## config.mk

```make
export PLATFORM = sky130hd
export DESIGN_NAME = console_sequencer_flat
export DESIGN_NICKNAME = d
export VERILOG_FILES = /design/src/console_pkg.sv /design/src/console_if.sv /design/src/console_sequencer.sv /design/src/req_sync.sv /design/src/flat_wrapper.sv
export SDC_FILE = /design/constraint.sdc
export NUM_CORES = 1
export LEC_CHECK = 0
export BUFFER_PORTS_ARGS = -buffer_cell sky130_fd_sc_hd__buf_4
export CORE_MARGIN = 5
export CORE_UTILIZATION = 50
export DETAILED_ROUTE_END_ITERATION = 10
export HOLD_SLACK_MARGIN = 0.06
export PLACE_DENSITY = 0.74
export SLEW_MARGIN = 10
export SYNTH_ARGS = -nofsm -noshare
export SYNTH_HDL_FRONTEND = slang
export SYNTH_HIERARCHICAL = 1
export SYNTH_SLANG_ARGS = --single-unit
```

## constraint.sdc

```tcl
create_clock -name core_clk_i -period 2.8 [get_ports core_clk_i]
set_input_delay 0.56 -clock core_clk_i [delete_from_list [all_inputs] [get_ports core_clk_i]]
set_output_delay 0.56 -clock core_clk_i [all_outputs]
set_load 0.05 [all_outputs]
```

## src/console_pkg.sv

```systemverilog
/*
 console sequencer shared constants: console i/o addresses, command
 codes, state encodings and bus widths.
 assumes a 16-bit i/o bus shared by the processor and the console logic.
*/
`default_nettype none
package console_pkg;

   // ---------------------------------------------------------------
   // bus shape
   // ---------------------------------------------------------------
   localparam int DATA_W = 16;
   localparam int ADDR_W = 16;
   localparam int CMD_W = 4;

   // ---------------------------------------------------------------
   // console i/o addresses
   // ---------------------------------------------------------------
   localparam logic [ADDR_W-1:0] CMD_ADDR = 16'h8400;
   localparam logic [ADDR_W-1:0] SWITCH_ADDR = 16'h8401;
   localparam logic [ADDR_W-1:0] DISPLAY_ADDR = 16'h0400;
   localparam logic [ADDR_W-1:0] SYSCFG_ADDR = 16'h8410;
   // position of the console-present bit in the configuration word
   localparam int CFG_CONSOLE_BIT = 0;

   // ---------------------------------------------------------------
   // command table, shared by both ends
   // ---------------------------------------------------------------
   localparam logic [CMD_W-1:0] CMD_STORE_MEM = 4'h1;
   localparam logic [CMD_W-1:0] CMD_STORE_NEXT_MEM = 4'h2;
   localparam logic [CMD_W-1:0] CMD_IO_READ = 4'h3;
   localparam logic [CMD_W-1:0] CMD_IO_READ_NEXT = 4'h4;
   localparam logic [CMD_W-1:0] CMD_IO_WRITE = 4'h5;
   localparam logic [CMD_W-1:0] CMD_IO_WRITE_NEXT = 4'h6;
   localparam logic [CMD_W-1:0] CMD_REG_WRITE = 4'h7;
   localparam logic [CMD_W-1:0] CMD_RESUME = 4'h8;
   localparam logic [CMD_W-1:0] CMD_DISABLE = 4'h9;

   // ---------------------------------------------------------------
   // sequencer states
   // ---------------------------------------------------------------
   typedef enum logic [9:0] {
      ST_RUN     = 10'h001,
      ST_PEND    = 10'h002,
      ST_CFG     = 10'h004,
      ST_FETCH   = 10'h008,
      ST_DATA_RD = 10'h010,
      ST_MEM_WR  = 10'h020,
      ST_IO_RD   = 10'h040,
      ST_IO_WR   = 10'h080,
      ST_IDLE    = 10'h100,
      ST_INTERIM = 10'h200
   } seq_state_type;

   // reset values
   localparam logic [DATA_W-1:0] DATA_RESET = 16'h0000;
   localparam logic [1:0] SYNC_RESET = 2'h3;

endpackage
`default_nettype wire

```

## src/console_if.sv

```systemverilog
/*
 interface joining the processor console sequencer and the console logic.
 assumes one clock shared by both ends; the request line is active low.
*/
`timescale 1ns/10ps
`default_nettype none
interface console_if;
   import console_pkg::*;

   logic console_request_n;
   logic io_req;
   logic io_we;
   logic [ADDR_W-1:0] io_addr;
   logic [DATA_W-1:0] io_wdata;
   logic [DATA_W-1:0] io_rdata;
   logic io_ack;
   logic data_cycle;
   logic instr_fetch;

   modport device (
      input console_request_n,
      input io_rdata,
      input io_ack,
      output io_req,
      output io_we,
      output io_addr,
      output io_wdata,
      output data_cycle,
      output instr_fetch
   );

   modport console (
      output console_request_n,
      output io_rdata,
      output io_ack,
      input io_req,
      input io_we,
      input io_addr,
      input io_wdata,
      input data_cycle,
      input instr_fetch
   );
endinterface
`default_nettype wire

```

## src/console_sequencer.sv

```systemverilog
/*
 processor-side console mode sequencer: entry by request or breakpoint,
 command fetch, deposit of memory and registers, examine/deposit of i/o, exits.
 assumes the core reports instruction boundaries, fetches and faults,
 and performs a requested memory write, ic increment or register write.
*/
// Summary of operation
// console uses command, switch and display addresses
// request low: finish instruction, read command
// breakpoint reads config; console bit selects entry
// after each command, wait for new request
// request below interrupts, sampled at last cycle
// timers frozen throughout console mode
// console drops request, supplies command on read
// console bus cycles flag data cycle
// unknown command acts as no-op
// single step: resume, request at second fetch
// held request plus resume keeps console mode; code leaves it instead if an interrupt is pending
// fault in console mode blocks register writes
// memory store: switch word to ic location
// store-next increments ic before storing
// io read uses scratch pointer as address
// next variants increment pointer first
// command alone sets i/o direction
// console loads registers, then raises request
// disable: serve interrupt or poll both
// resume leaves console mode
// request synchronised before sampling
// command codes from shared table
`timescale 1ns/10ps
`default_nettype none
module console_sequencer
   import console_pkg::*;
(
   // clock and reset
   input wire logic core_clk_i,
   input wire logic rst_b_i,
   // console link
   console_if.device link,
   // core status
   input wire logic last_cycle_i,
   input wire logic instr_done_i,
   input wire logic breakpoint_op_i,
   input wire logic irq_pending_i,
   input wire logic instr_fetch_i,
   input wire logic [ADDR_W-1:0] instruction_counter_i,
   // faults, active low
   input wire logic external_address_fault_n_i,
   input wire logic protection_fault_n_i,
   input wire logic parity_fault_n_i,
   // core control
   output logic core_hold_o,
   output logic timer_freeze_o,
   output logic bpt_nop_o,
   output logic ic_inc_o,
   output logic mem_req_o,
   output logic [ADDR_W-1:0] mem_addr_o,
   output logic [DATA_W-1:0] mem_wdata_o,
   input wire logic mem_ack_i,
   output logic reg_write_o,
   output logic [DATA_W-1:0] reg_wdata_o,
   output logic [DATA_W-1:0] scratch_io_pointer_o
);
   // ---------------------------------------------------------------
   // state
   // ---------------------------------------------------------------
   typedef struct packed {
      seq_state_type st;
      logic [CMD_W-1:0] cmd;
      logic [DATA_W-1:0] ptr;
      logic [DATA_W-1:0] data;
      logic [ADDR_W-1:0] addr;
      logic we;
      logic fault;
      logic ic_inc;
      logic bpt_nop;
      logic reg_wr;
      logic [1:0] settle;
      logic resume;
   } seq_type;

   seq_type q, d;
   logic req_n;

   req_sync u_sync (
      .core_clk_i(core_clk_i),
      .rst_b_i(rst_b_i),
      .async_n_i(link.console_request_n),
      .sync_n_o(req_n)
   );

   // command decode against the shared table
   function automatic logic is_known(input logic [CMD_W-1:0] c);
      unique case (c)
         CMD_STORE_MEM, CMD_STORE_NEXT_MEM, CMD_IO_READ,
         CMD_IO_READ_NEXT, CMD_IO_WRITE, CMD_IO_WRITE_NEXT,
         CMD_REG_WRITE, CMD_RESUME, CMD_DISABLE: is_known = 1'b1;
         default: is_known = 1'b0;
      endcase
   endfunction

   function automatic logic is_next(input logic [CMD_W-1:0] c);
      is_next = (c == CMD_IO_READ_NEXT) || (c == CMD_IO_WRITE_NEXT);
   endfunction

   function automatic logic is_io_read(input logic [CMD_W-1:0] c);
      is_io_read = (c == CMD_IO_READ) || (c == CMD_IO_READ_NEXT);
   endfunction

   logic console_mode;
   logic any_fault;
   logic bus_ack;

   assign console_mode = !(q.st inside {ST_RUN, ST_PEND, ST_CFG});
   assign any_fault = !external_address_fault_n_i || !protection_fault_n_i
      || !parity_fault_n_i;
   assign bus_ack = link.io_ack;

   // ---------------------------------------------------------------
   // next state
   // ---------------------------------------------------------------
   always_comb
   begin
      d = q;
      d.ic_inc = 1'b0;
      d.bpt_nop = 1'b0;
      d.reg_wr = 1'b0;
      // synced request lags the release by two edges
      if (q.settle != 2'h0)
         d.settle = q.settle - 2'h1;
      // fault latch held until console mode ends
      if (console_mode && any_fault)
         d.fault = 1'b1;
      unique case (q.st)
         ST_RUN:
         begin
            d.fault = 1'b0;
            if (breakpoint_op_i)
            begin
               d.st = ST_CFG;
               d.addr = SYSCFG_ADDR;
               d.we = 1'b0;
            end
            else if (last_cycle_i && !req_n && !irq_pending_i)
               d.st = ST_PEND;
         end
         ST_PEND:
            if (instr_done_i)
            begin
               d.st = ST_FETCH;
               d.addr = CMD_ADDR;
               d.we = 1'b0;
            end
         ST_CFG:
            if (bus_ack)
            begin
               if (link.io_rdata[CFG_CONSOLE_BIT])
                  d.st = ST_IDLE;
               else
               begin
                  d.st = ST_RUN;
                  d.bpt_nop = 1'b1;
               end
            end
         ST_FETCH:
            if (bus_ack)
            begin
               d.cmd = link.io_rdata[CMD_W-1:0];
               d.we = 1'b0;
               d.settle = 2'h2;
               d.st = ST_IDLE;
               if (!is_known(link.io_rdata[CMD_W-1:0]))
                  d.st = ST_IDLE;
               else
                  unique case (link.io_rdata[CMD_W-1:0])
                     CMD_RESUME:
                     begin
                        // decided once the released request has settled
                        d.st = ST_IDLE;
                        d.resume = 1'b1;
                     end
                     CMD_DISABLE:
                        d.st = ST_INTERIM;
                     CMD_IO_READ, CMD_IO_READ_NEXT:
                     begin
                        if (is_next(link.io_rdata[CMD_W-1:0]))
                           d.ptr = q.ptr + 16'h0001;
                        d.addr = is_next(link.io_rdata[CMD_W-1:0]) ?
                           q.ptr + 16'h0001 : q.ptr;
                        d.st = ST_IO_RD;
                     end
                     default:
                     begin
                        if (link.io_rdata[CMD_W-1:0] == CMD_STORE_NEXT_MEM)
                           d.ic_inc = 1'b1;
                        if (is_next(link.io_rdata[CMD_W-1:0]))
                           d.ptr = q.ptr + 16'h0001;
                        d.addr = SWITCH_ADDR;
                        d.st = ST_DATA_RD;
                     end
                  endcase
            end
         ST_DATA_RD:
            if (bus_ack)
            begin
               d.data = link.io_rdata;
               unique case (q.cmd)
                  CMD_STORE_MEM, CMD_STORE_NEXT_MEM:
                     d.st = ST_MEM_WR;
                  CMD_IO_WRITE, CMD_IO_WRITE_NEXT:
                  begin
                     // direction from the command, not address msb
                     d.addr = q.ptr;
                     d.we = 1'b1;
                     d.st = ST_IO_WR;
                  end
                  default:
                  begin
                     if (!q.fault && !any_fault)
                     begin
                        d.reg_wr = 1'b1;
                        d.ptr = link.io_rdata;
                     end
                     d.st = ST_IDLE;
                  end
               endcase
            end
         ST_IO_RD:
            if (bus_ack)
            begin
               d.data = link.io_rdata;
               d.addr = DISPLAY_ADDR;
               d.we = 1'b1;
               d.st = ST_IO_WR;
            end
         ST_IO_WR:
            if (bus_ack)
            begin
               d.we = 1'b0;
               d.st = ST_IDLE;
            end
         ST_MEM_WR:
            if (mem_ack_i)
               d.st = ST_IDLE;
         ST_IDLE:
            // held request is caught before any instruction, except after resume with an interrupt pending
            if (q.settle == 2'h0 && !req_n
               && !(q.resume && irq_pending_i))
            begin
               d.st = ST_FETCH;
               d.addr = CMD_ADDR;
               d.we = 1'b0;
               d.resume = 1'b0;
            end
            else if (q.settle == 2'h0 && q.resume)
            begin
               d.st = ST_RUN;
               d.resume = 1'b0;
            end
         ST_INTERIM:
            if (irq_pending_i)
               d.st = ST_RUN;
            else if (q.settle == 2'h0 && !req_n)
            begin
               d.st = ST_FETCH;
               d.addr = CMD_ADDR;
               d.we = 1'b0;
            end
      endcase
   end

   always_ff @(posedge core_clk_i or negedge rst_b_i)
   begin
      if (!rst_b_i)
      begin
         q.st <= ST_RUN;
         q.cmd <= '0;
         q.ptr <= DATA_RESET;
         q.data <= DATA_RESET;
         q.addr <= '0;
         q.we <= 1'b0;
         q.fault <= 1'b0;
         q.ic_inc <= 1'b0;
         q.bpt_nop <= 1'b0;
         q.reg_wr <= 1'b0;
         q.settle <= 2'h0;
         q.resume <= 1'b0;
      end
      else
         q <= d;
   end

   // ---------------------------------------------------------------
   // outputs
   // ---------------------------------------------------------------
   assign link.io_req = q.st inside {ST_CFG, ST_FETCH, ST_DATA_RD,
      ST_IO_RD, ST_IO_WR};
   assign link.io_we = q.we;
   assign link.io_addr = q.addr;
   assign link.io_wdata = q.data;
   // console cycles are data cycles, breakpoint probe included
   assign link.data_cycle = link.io_req;
   assign link.instr_fetch = instr_fetch_i;
   assign core_hold_o = q.st != ST_RUN && q.st != ST_PEND;
   assign timer_freeze_o = console_mode;
   assign bpt_nop_o = q.bpt_nop;
   assign ic_inc_o = q.ic_inc;
   // for store-next, ic has already moved by the time this write is issued
   assign mem_req_o = q.st == ST_MEM_WR;
   assign mem_addr_o = instruction_counter_i;
   assign mem_wdata_o = q.data;
   assign reg_write_o = q.reg_wr;
   assign reg_wdata_o = q.ptr;
   assign scratch_io_pointer_o = q.ptr;
endmodule
`default_nettype wire

```

## src/req_sync.sv

```systemverilog
/*
 two-stage synchroniser for the console request.
 assumes an inactive-high level at reset.
*/
`timescale 1ns/10ps
`default_nettype none
module req_sync
   import console_pkg::*;
(
   // clock and reset
   input wire logic core_clk_i,
   input wire logic rst_b_i,
   // level
   input wire logic async_n_i,
   output logic sync_n_o
);
   typedef struct packed {
      logic s1;
      logic s2;
   } sync_type;

   sync_type q, d;

   always_comb
   begin
      d.s1 = async_n_i;
      d.s2 = q.s1;
   end

   always_ff @(posedge core_clk_i or negedge rst_b_i)
   begin
      if (!rst_b_i)
         q <= SYNC_RESET;
      else
         q <= d;
   end

   assign sync_n_o = q.s2;
endmodule
`default_nettype wire

```

## src/flat_wrapper.sv

```systemverilog
// flat-port wrapper written by rule: the top's interface ports become plain ports
module console_sequencer_flat import console_pkg::*;
  (core_clk_i, rst_b_i, last_cycle_i, instr_done_i, breakpoint_op_i, irq_pending_i, instr_fetch_i, instruction_counter_i, external_address_fault_n_i, protection_fault_n_i, parity_fault_n_i, core_hold_o, timer_freeze_o, bpt_nop_o, ic_inc_o, mem_req_o, mem_addr_o, mem_wdata_o, mem_ack_i, reg_write_o, reg_wdata_o, scratch_io_pointer_o, link_console_request_n, link_io_rdata, link_io_ack, link_io_req, link_io_we, link_io_addr, link_io_wdata, link_data_cycle, link_instr_fetch);
  console_if link_i ();
  input wire logic core_clk_i;
  input wire logic rst_b_i;
  input wire logic last_cycle_i;
  input wire logic instr_done_i;
  input wire logic breakpoint_op_i;
  input wire logic irq_pending_i;
  input wire logic instr_fetch_i;
  input wire logic [ADDR_W-1:0] instruction_counter_i;
  input wire logic external_address_fault_n_i;
  input wire logic protection_fault_n_i;
  input wire logic parity_fault_n_i;
  output logic core_hold_o;
  output logic timer_freeze_o;
  output logic bpt_nop_o;
  output logic ic_inc_o;
  output logic mem_req_o;
  output logic [ADDR_W-1:0] mem_addr_o;
  output logic [DATA_W-1:0] mem_wdata_o;
  input wire logic mem_ack_i;
  output logic reg_write_o;
  output logic [DATA_W-1:0] reg_wdata_o;
  output logic [DATA_W-1:0] scratch_io_pointer_o;
  input wire logic [$bits(link_i.console_request_n)-1:0] link_console_request_n;
  input wire logic [$bits(link_i.io_rdata)-1:0] link_io_rdata;
  input wire logic [$bits(link_i.io_ack)-1:0] link_io_ack;
  output wire logic [$bits(link_i.io_req)-1:0] link_io_req;
  output wire logic [$bits(link_i.io_we)-1:0] link_io_we;
  output wire logic [$bits(link_i.io_addr)-1:0] link_io_addr;
  output wire logic [$bits(link_i.io_wdata)-1:0] link_io_wdata;
  output wire logic [$bits(link_i.data_cycle)-1:0] link_data_cycle;
  output wire logic [$bits(link_i.instr_fetch)-1:0] link_instr_fetch;
  assign link_i.console_request_n = link_console_request_n;
  assign link_i.io_rdata = link_io_rdata;
  assign link_i.io_ack = link_io_ack;
  assign link_io_req = link_i.io_req;
  assign link_io_we = link_i.io_we;
  assign link_io_addr = link_i.io_addr;
  assign link_io_wdata = link_i.io_wdata;
  assign link_data_cycle = link_i.data_cycle;
  assign link_instr_fetch = link_i.instr_fetch;
  console_sequencer u_core (.core_clk_i(core_clk_i), .rst_b_i(rst_b_i), .link(link_i), .last_cycle_i(last_cycle_i), .instr_done_i(instr_done_i), .breakpoint_op_i(breakpoint_op_i), .irq_pending_i(irq_pending_i), .instr_fetch_i(instr_fetch_i), .instruction_counter_i(instruction_counter_i), .external_address_fault_n_i(external_address_fault_n_i), .protection_fault_n_i(protection_fault_n_i), .parity_fault_n_i(parity_fault_n_i), .core_hold_o(core_hold_o), .timer_freeze_o(timer_freeze_o), .bpt_nop_o(bpt_nop_o), .ic_inc_o(ic_inc_o), .mem_req_o(mem_req_o), .mem_addr_o(mem_addr_o), .mem_wdata_o(mem_wdata_o), .mem_ack_i(mem_ack_i), .reg_write_o(reg_write_o), .reg_wdata_o(reg_wdata_o), .scratch_io_pointer_o(scratch_io_pointer_o));
endmodule
```

# [Word level (Yosys, flattened, before mapping)]
# Memory sizes are Yosys's and may differ from the RTL's.
# Index checks and enable logic that the tools add are counted.
[totals] register_bits=72 mem_bits_ro=16 output_inout_bits=106 elab_cells=166 memories=1
[mem_list] name="(name not given)" words=16 width=1 read_ports=1 rd_clocked_by_memory_dff=0 wr=0 line="console_sequencer.sv:94" source="unique case (c)"
[op_classes] addsub=2 eq_ne=42 mux=63 reduce_logical=44
[op_table] op="10-bit 2-to-1 mux" n=13
[op_table] op="17-bit 2-to-1 mux" n=7
[op_table] op="16-bit one-hot mux with 7 select lines" n=1
[op_table] op="10-bit one-hot mux with 10 select lines" n=1
[op_table] op="16-bit 2-to-1 mux" n=6
[op_table] op="16-bit one-hot mux with 2 select lines" n=3
[op_table] op="49-bit 2-to-1 mux" n=1
[op_table] op="33-bit 2-to-1 mux" n=1
[op_table] op="30-bit 2-to-1 mux" n=1
[op_table] op="10-bit one-hot mux with 3 select lines" n=1
[op_table] op="2-bit != test (second input constant)" n=12
[op_table] op="1-bit 2-to-1 mux" n=21
[op_table] op="9-bit one-hot mux with 2 select lines" n=1
[op_table] op="16-bit by 1-bit adder with 16-bit output (second input constant)" n=1
[op_table] op="4-bit by 3-bit == test with 1-bit output (second input constant)" n=4
[op_table] op="4-bit by 2-bit == test with 1-bit output (second input constant)" n=3
[op_table] op="12-bit AND reduction" n=1
[op_table] op="11-bit AND reduction" n=1
[op_table] op="10-bit by 1-bit == test with 1-bit output (second input constant)" n=1
[op_table] op="10-bit == test (second input constant)" n=1
[op_table] op="10-bit by 2-bit == test with 1-bit output (second input constant)" n=1
[op_table] op="10-bit by 3-bit == test with 1-bit output (second input constant)" n=1
[op_table] op="10-bit by 4-bit == test with 1-bit output (second input constant)" n=1
[op_table] op="10-bit by 5-bit == test with 1-bit output (second input constant)" n=1
[op_table] op="other kinds (34)" n=66

# [Longest topological paths before layout]
# Gate-level depths: netlist of run 1.
[depth] word_depth=9 mapped_depth=8 mapped_depth_nobuf=6

# [Cells and area by module]
# Netlist of run 1, hierarchy kept.
[modules_own_cells] mod="console_sequencer" instances=1 cells_each=537 area_per_inst_um2=4748.3
[modules_own_cells] mod="req_sync" instances=1 cells_each=2 area_per_inst_um2=52.6

# [Least setup slack after synthesis of run 1]
# OpenSTA, ideal clock, no wires.
[synth_path] kind="register to output" start="register u_core/q[60] (netlist name)" end="output timer_freeze_o" arrival_ns=2.568 required_ns=2.240 slack_ns=-0.328 path_stages_with_launch=5 path_buffers=1 path_cell_list="dfstp_2 -> clkbuf_1 -> nor2b_1 -> o21ai_0 -> and2_1"
[synth_via] elab_chain_cells=3 word_cells_on_any_way=5 classes_between="eq/ne: 3; reduce/logical: 2"
[synth_rtl] element="from (decl)" line="console_sequencer.sv:82" source="seq_type q, d;"
[synth_rtl] element="10-bit by 1-bit == test with 1-bit output, or another cell as far along" line="console_sequencer.sv:114" source="assign console_mode = !(q.st inside {ST_RUN, ST_PEND, ST_CFG});"
[synth_rtl] element="3-bit nonzero test (*)" line="console_sequencer.sv:114"
[synth_rtl] element="1-bit logical NOT (*)" line="console_sequencer.sv:114"
[synth_rtl] element="to (decl)" line="flat_wrapper.sv:17" source="output logic timer_freeze_o;"
# Every way passes the cells marked *; elsewhere a longest branch is shown, timed or not.

# [Worst setup path in the final report of run 1]
[layout_path] start="register u_core/q[68] (netlist name)" end="output link_io_req"
[layout_via] elab_chain_cells=2 word_cells_on_any_way=6 classes_between="eq/ne: 5; reduce/logical: 1"
[layout_rtl] element="10-bit by 3-bit == test with 1-bit output, or another cell as far along" line="console_sequencer.sv:296" source="assign link.io_req = q.st inside {ST_CFG, ST_FETCH, ST_DATA_RD,"
[layout_rtl] element="5-bit nonzero test (*)" line="console_sequencer.sv:296"
[layout_rtl] element="to (decl)" line="flat_wrapper.sv:30" source="output wire logic [$bits(link_i.io_req)-1:0] link_io_req;"
# Marks and branches as above.

==> flow_summary.toml, run 1 <==
[outcome]
run_status = "completed"

[clock_network]
worst_skew_pair.late_latency_ns = 0.35
cts_sinks = 72
clk_transition_reported_paths_ns = 0.08
tritoncts.num_buffers = 9
cts-root-to-sink-buffers = 2
cts_root_buf = "sky130_fd_sc_hd__clkbuf_8"
h_tree_depth = 3
tritoncts_clock_tree = "yes"

[synth]
post_synth_inst_count = 539
synth_fp_nets = 585
yosys_register_bits = 72
synth_largest_type_area_fraction_pct = 35.97
synth-warning-count = 6
syn_area_um2 = 4801
post-synth-top-area-cell = "sky130_fd_sc_hd__dfrtp_1"
yosys_most_used_dff = "sky130_fd_sc_hd__dfrtp_1"
synthesis.area_per_instance_um2 = 8.907
ys_types = 63
synth_enable_flop_cells = 0
synth.area.top_cells = "sky130_fd_sc_hd__dfrtp_1 (36%), sky130_fd_sc_hd__buf_4 (15%), sky130_fd_sc_hd__mux2_2 (4.7%), sky130_fd_sc_hd__o21ai_0 (4.1%), sky130_fd_sc_hd__nand2_1 (3.4%)"
ys_async_sr_fraction_pct = 100.0
synth_sequential_area_ratio_pct = 37.61

[min_path]
hold_path.class = "in -> async"

[floorplanning]
die_ar_um2 = 11660
die_height_um = 108.0
rows = 35
initial_utilization_pct = 51.71
floorplan.io_pins = 151
fp.coreArea_um2 = 9284
die_w_um = 108.0

[timing]
timing.clock.skew_ns = 0.01072
finalMaxSlewViolations = 0
count_of_final_hold_check_violations = 0
maxSlewHeadroom_pct = 38.61
maxClockFrequency_mhz = 365.7
finalWorstPathRequiredPeriod_ns = 2.735
setup_violations = 0
setup_tns_ns = 0
worst-slew-pin-transition_ns = 0.9208
layout_worst_path_cycle_share_pct = 97.67

[worst_setup_path]
worstSetupEndpointType = "output pin"
worst_setup_path_start_kind = "register"
worst_ep_arrival_time_ns = 2.17
path_class = "reg -> out"
required_ns = 2.24
path_max_fanout = 9

[final_layout]
syn2layout_area_growth_pct = 11.36
most_common_cell_after_layout_fill_and_taps_aside = "sky130_fd_sc_hd__buf_4"
layout.cells.most_common_list = "sky130_fd_sc_hd__buf_4 (132), sky130_fd_sc_hd__dfrtp_1 (68), sky130_fd_sc_hd__nand2_1 (43), sky130_fd_sc_hd__o21ai_0 (38), sky130_fd_sc_hd__a21oi_1 (30)"
fin_util_pct = 57.59
fill_cell_total_of_the_finished_layout = 822
nets_finish = 604
num_antenna_cells = 0
drive_above_1_share_pct = 33.57

[grt]
grt_start_max_net_pins = 73
antenna_found_initial = 0
globalRoute.totalOverflow = 0
grt_pass1_vias = 3732
grt_first_pass_wirelength_um = 19600
track_usage_pct = 21.04

[routing]
drc = 0
wl_per_cell_um = 17.81
overall_via_count_from_detail_route = 4048
detail_route.wirelength_um = 12330
drt.antenna.violating_nets = 0
viasPerCell = 5.850
detail_route.first_pass.iterations = 7
drt_iter0_drc = 460

[placement]
gp_congestion = 0.9443
io_buffers = 116
dpl.hpwl_um = 9001

[run]
max_cap_violation_count = 0

[power_and_ir_drop]
p_leak_nw = 2.599
cellPowerDensity_nw_per_um2 = 917.5
irDropWorstVdd_uv = 755.5
## metrics by stage
step | setup slack [ns] | total power, W | hold WS [ns] | instance area, µm² | std cells
final | 0.06518 | 0.004905 | 0.3168 | 5346 | 692
after global routing | -0.01357 | 0.005145 | 0.3052 | 5346 | 692
after CTS | 0.002360 | 0.004884 | 0.3049 | 5321 | 692
after detailed placement | 0.2004 | 0.003992 | 0.3472 | 5102 | 675
after global placement | 0.2625 | 0.003945 | 0.3456 | 5102 | 675
after floorplan | 0.09085 | 0.003621 | 0.2644 | 4806 | 539
## registers in the layout, indices dropped and copies added (netlist names)
register / count
u_core/ic_inc_o: 1
u_core/reg_wdata_o: 16
u_core/link.io_we: 1
u_core/q: 18
u_core/u_sync/sync_n_o: 1
u_core/link.io_addr: 16
u_core/bpt_nop_o: 1
u_core/link.io_wdata: 16
u_core/u_sync/d: 1
u_core/reg_write_o: 1
## report_power, final
| part | internal, W | switching, W | total (W) |
|---|---|---|---|
| registers | 0.00124 | 0.000246 | 0.00149 |
| clock network | 0.000457 | 0.000397 | 0.000854 |
| logic | 0.000848 | 0.00172 | 0.00257 |
## worst max-delay path: stages, from the launching register on
cell and delay [ns]:
sky130_fd_sc_hd__dfrtp_1 0.48, sky130_fd_sc_hd__or4_1 0.61, sky130_fd_sc_hd__nor2_1 0.19, sky130_fd_sc_hd__o2111ai_4 0.20, sky130_fd_sc_hd__nand3_2 0.14, sky130_fd_sc_hd__buf_4 0.20
## cell families after synthesis
kind of cell               count (synthesis)  synth area share [%]
adders and majority gates                  1                0.2606
AOI/OAI and AO/OA                        130                 18.01
DFF                                       72                 37.61
muxes                                     22                 5.212
xor gates and xnor gates                   4                0.7299
buffers and inverters                    130                 18.14
and+or+nand+nor                          180                 20.04
## what timing repair did
action,4_1_cts,5_1_grt
hold buffers,0,0
gates cloned,0,0
resized for setup,1,5
pin swaps,1,0
buffers inserted,1,0
endpoints found under the setup margin,3,3
## Yosys cell counts, drive strengths merged (6+ instances only)
master	n
a21o	9
a21oi	30
and3	15
buf	108
clkbuf	16
dfrtp	69
inv	6
mux2	21
nand2	43
nand3	22
nor2	28
nor2b	9
nor3	22
o21ai	39
o2bb2ai	14
or3	6
## worst paths after layout
path / from / endpoint / slack (ns) / cells after the start
setup / recovery: u_core/q[68] / link_io_req / 0.07 / 5
hold / removal: rst_b_i / u_core/q[61] / 0.32 / 1
setup reg to reg: u_core/q[68] / u_core/link.io_addr[9] / 0.23 / 8
hold reg to reg: u_core/u_sync/d[0] / u_core/u_sync/sync_n_o / 0.36 / 0
max in group asynchronous: rst_b_i / u_core/q[69] / 1.80 / 1
min in group core_clk_i: link_console_request_n / u_core/u_sync/d[0] / 0.32 / 1
## metal layers
metal	track usage, %	part of all wire [%]	wire, µm	up-vias
met2	30.11	43	5306	234
met1	32.17	46	5644	1927
met3	3.701	9.8	1202	23
met4	6.673	1.4	173	0
met5	0	0	0	-
li1	-	-	-	1864
## layout make-up
cell class	count	area (µm²)	share of cell area [%]
Timing Repair Buffer	132	991.0	18.53
Clock buffer	11	151.4	2.832
Inverter	6	22.52	0.4212
Sequential cell	72	1807	33.79
Tap cell	129	161.4	3.019
Clock inverter	5	55.05	1.030
Multi-Input combinational cell	337	2158	40.37
No activity file was read; power rests on OpenSTA's default activity.
==> inputs of run 2 (changes only) <==
--- a/config.mk
+++ b/config.mk
@@ -6,10 +6,10 @@
 export NUM_CORES = 1
 export LEC_CHECK = 0
 export BUFFER_PORTS_ARGS = -buffer_cell sky130_fd_sc_hd__buf_4
-export CORE_MARGIN = 5
 export CORE_UTILIZATION = 50
 export DETAILED_ROUTE_END_ITERATION = 10
 export HOLD_SLACK_MARGIN = 0.06
+export MAX_ROUTING_LAYER = met4
 export PLACE_DENSITY = 0.74
 export SLEW_MARGIN = 10
 export SYNTH_ARGS = -nofsm -noshare
==> run 2 against run 1 <==
Count of clock-buffer cells in the layout stayed put. Register-to-register slack about the same. Total power is 3.9% higher. Cell count up 1.0%. Critical path depth up 1. Global-route usage up 4.0 points. Sequential cell count stayed put. Cell area grew 1.6%. Routed wire length shrank 3.2%. Clock skew down 0.0018 ns. Critical endpoint unchanged.
==> flow_summary.toml, run 2 (synthesis results as in run 1) <==
[outcome]
run_status = "completed"

[worst_setup_path]
required_ns = 2.24
path_delay_family = "simple AND/OR/NAND/NOR gates"
critical_path_depth = 6
worstRegToRegCells = 7
timing.rr.start = "u_core/q[69]"
path_buf_inv = 2
path_max_fanout = 7
startpoint = "u_core/q[69]"
worstSetupEndpointType = "output pin"
worst_setup_path_start_kind = "register"
critical-path-max-stage-delay_ns = 0.57
path_class = "reg -> out"
crit_slowest_cell = "sky130_fd_sc_hd__or4_1"
worst_ep_arrival_time_ns = 2.17
critical_path.cell_chain = "or4_1 -> nor2_1 -> o2111ai_2 -> buf_4 -> nand3_2 -> buf_6"

[timing]
worst-slew-pin-transition_ns = 0.9083
maxSlewHeadroom_pct = 39.45
finalMaxSlewViolations = 0
setup_tns_ns = 0
maxClockFrequency_mhz = 366.3
setup_violations = 0
whs_ns = 0.3134
layout_worst_path_cycle_share_pct = 97.49
timing.clock.skew_ns = 0.008908
setup_slack_ns = 0.07030
finalWorstPathRequiredPeriod_ns = 2.730
count_of_final_hold_check_violations = 0

[floorplanning]
die_ar_um2 = 9998
die_w_um = 99.99
floorplan.io_pins = 151
fp.coreArea_um2 = 9284
initial_utilization_pct = 51.71
die_height_um = 99.99
rows = 35

[power_and_ir_drop]
p_leak_nw = 2.658
internal_power_w = 0.002740
irDropWorstVdd_uv = 552.7
seq_power_share_pct = 28.7
power_w = 0.005097
cellPowerDensity_nw_per_um2 = 938.7
switchingPower_w = 0.002358
switching_portion_of_total_power_pct = 46.25
clock_power_share_pct = 19.8
comb_power_share_pct = 51.4

[final_layout]
registers.top_by_ff_count = "u_core/q"
fin_util_pct = 58.49
nets_finish = 611
drive_above_1_share_pct = 34.56
layout.cells.most_common_list = "sky130_fd_sc_hd__buf_4 (137), sky130_fd_sc_hd__dfrtp_1 (67), sky130_fd_sc_hd__nand2_1 (43), sky130_fd_sc_hd__o21ai_0 (38), sky130_fd_sc_hd__a21oi_1 (30)"
syn2layout_area_growth_pct = 13.11
most_common_cell_after_layout_fill_and_taps_aside = "sky130_fd_sc_hd__buf_4"
largest_register_ff_count = 18
num_antenna_cells = 0

[min_path]
worst_hold_startpoint = "link_console_request_n"
whs_path_depth = 1
hold_path.class = "in -> reg"

[clock_network]
tritoncts_clock_tree = "yes"
cts_hold_repair.buffers = 0
tritoncts.num_buffers = 9
worst_skew_pair.late_latency_ns = 0.35
cts-root-to-sink-buffers = 2
cts_sinks = 72
clk_transition_reported_paths_ns = 0.08
cts_root_buf = "sky130_fd_sc_hd__clkbuf_8"
h_tree_depth = 3

[routing]
detail_route.wirelength_um = 11940
drt.antenna.violating_nets = 0
detail_route.first_pass.iterations = 5
overall_via_count_from_detail_route = 4060
drt_iter0_drc = 463
wl_per_cell_um = 17.07
viasPerCell = 5.808
drc = 0

[grt]
grt_first_pass_wirelength_um = 18920
grt-busiest-layer = "met1"
grt_pass1_vias = 3654
antenna_found_initial = 0
track_usage_pct = 25.02
groute.layer.met3.usage_pct = 3.760
grtUsageMet2_pct = 33.58
grt_start_max_net_pins = 73
globalRoute.totalOverflow = 0
grt_util_met1_pct = 37.98

[placement]
io_buffers = 116
gp_congestion = 0.9053
dpl.hpwl_um = 8662
setup_slack_after_placement_ns = 0.2544

[run]
max_cap_violation_count = 0
-- run 2: cell count changes in the layout (fill, tap and decap cells not counted), sizes merged --
cell,before,now
buf,132,139
bufinv,1,3
clkinvlp,2,0
-- run 2: repair_timing --
item,4_1_cts,5_1_grt
setup buffers,0,5
pin swaps,0,1
gates resized for setup,3,5
endpoints found under the setup margin,3,3
-- run 2: layout make-up --
type	count	area, µm²
clock buffer	11	141.4
clock inverter	5	103.9
fill	835	3854
inverter	6	22.52
multi-input combinational	337	2142
sequential	72	1808
tap	129	161.4
timing repair buffer	139	1051
-- run 2: per-layer routing --
metal,wire length (µm),up-vias
li1,-,1884
met1,5879,1945
met2,5001,212
met3,866,19
met4,188,0
met5,0,-
-- run 2: path summary, 6_finish.rpt --
| kind | slack [ns] | end |
|---|---|---|
| setup / recovery | 0.07 | link_io_req |
| hold / removal | 0.31 | u_core/u_sync/d[0] |
| setup reg to reg | 0.24 | u_core/link.io_addr[4] |
| hold reg to reg | 0.36 | u_core/u_sync/sync_n_o |
| max in group asynchronous | 1.85 | u_core/q[69] |
| min in group asynchronous | 0.34 | u_core/q[6] |
-- run 2: stage by stage --
| step | std cells | cell area [µm²] |
|---|---|---|
| 6_report | 699 | 5430 |
| 5_1_grt | 699 | 5430 |
| 4_1_cts | 694 | 5378 |
| 3_5_place_dp | 678 | 5125 |
| 3_3_place_gp | 678 | 5125 |
| 2_1_floorplan | 539 | 4806 |
-- run 2: power by group through the flow --
stage	clock network, W	logic, W	registers (W)
final	0.00101	0.00262	0.00147
after detailed placement	0	0.00254	0.00148
after floorplan	0	0.00223	0.00139
after global placement	0	0.00253	0.00146
after global routing	0.00109	0.00276	0.00149
after CTS	0.00103	0.00255	0.00146
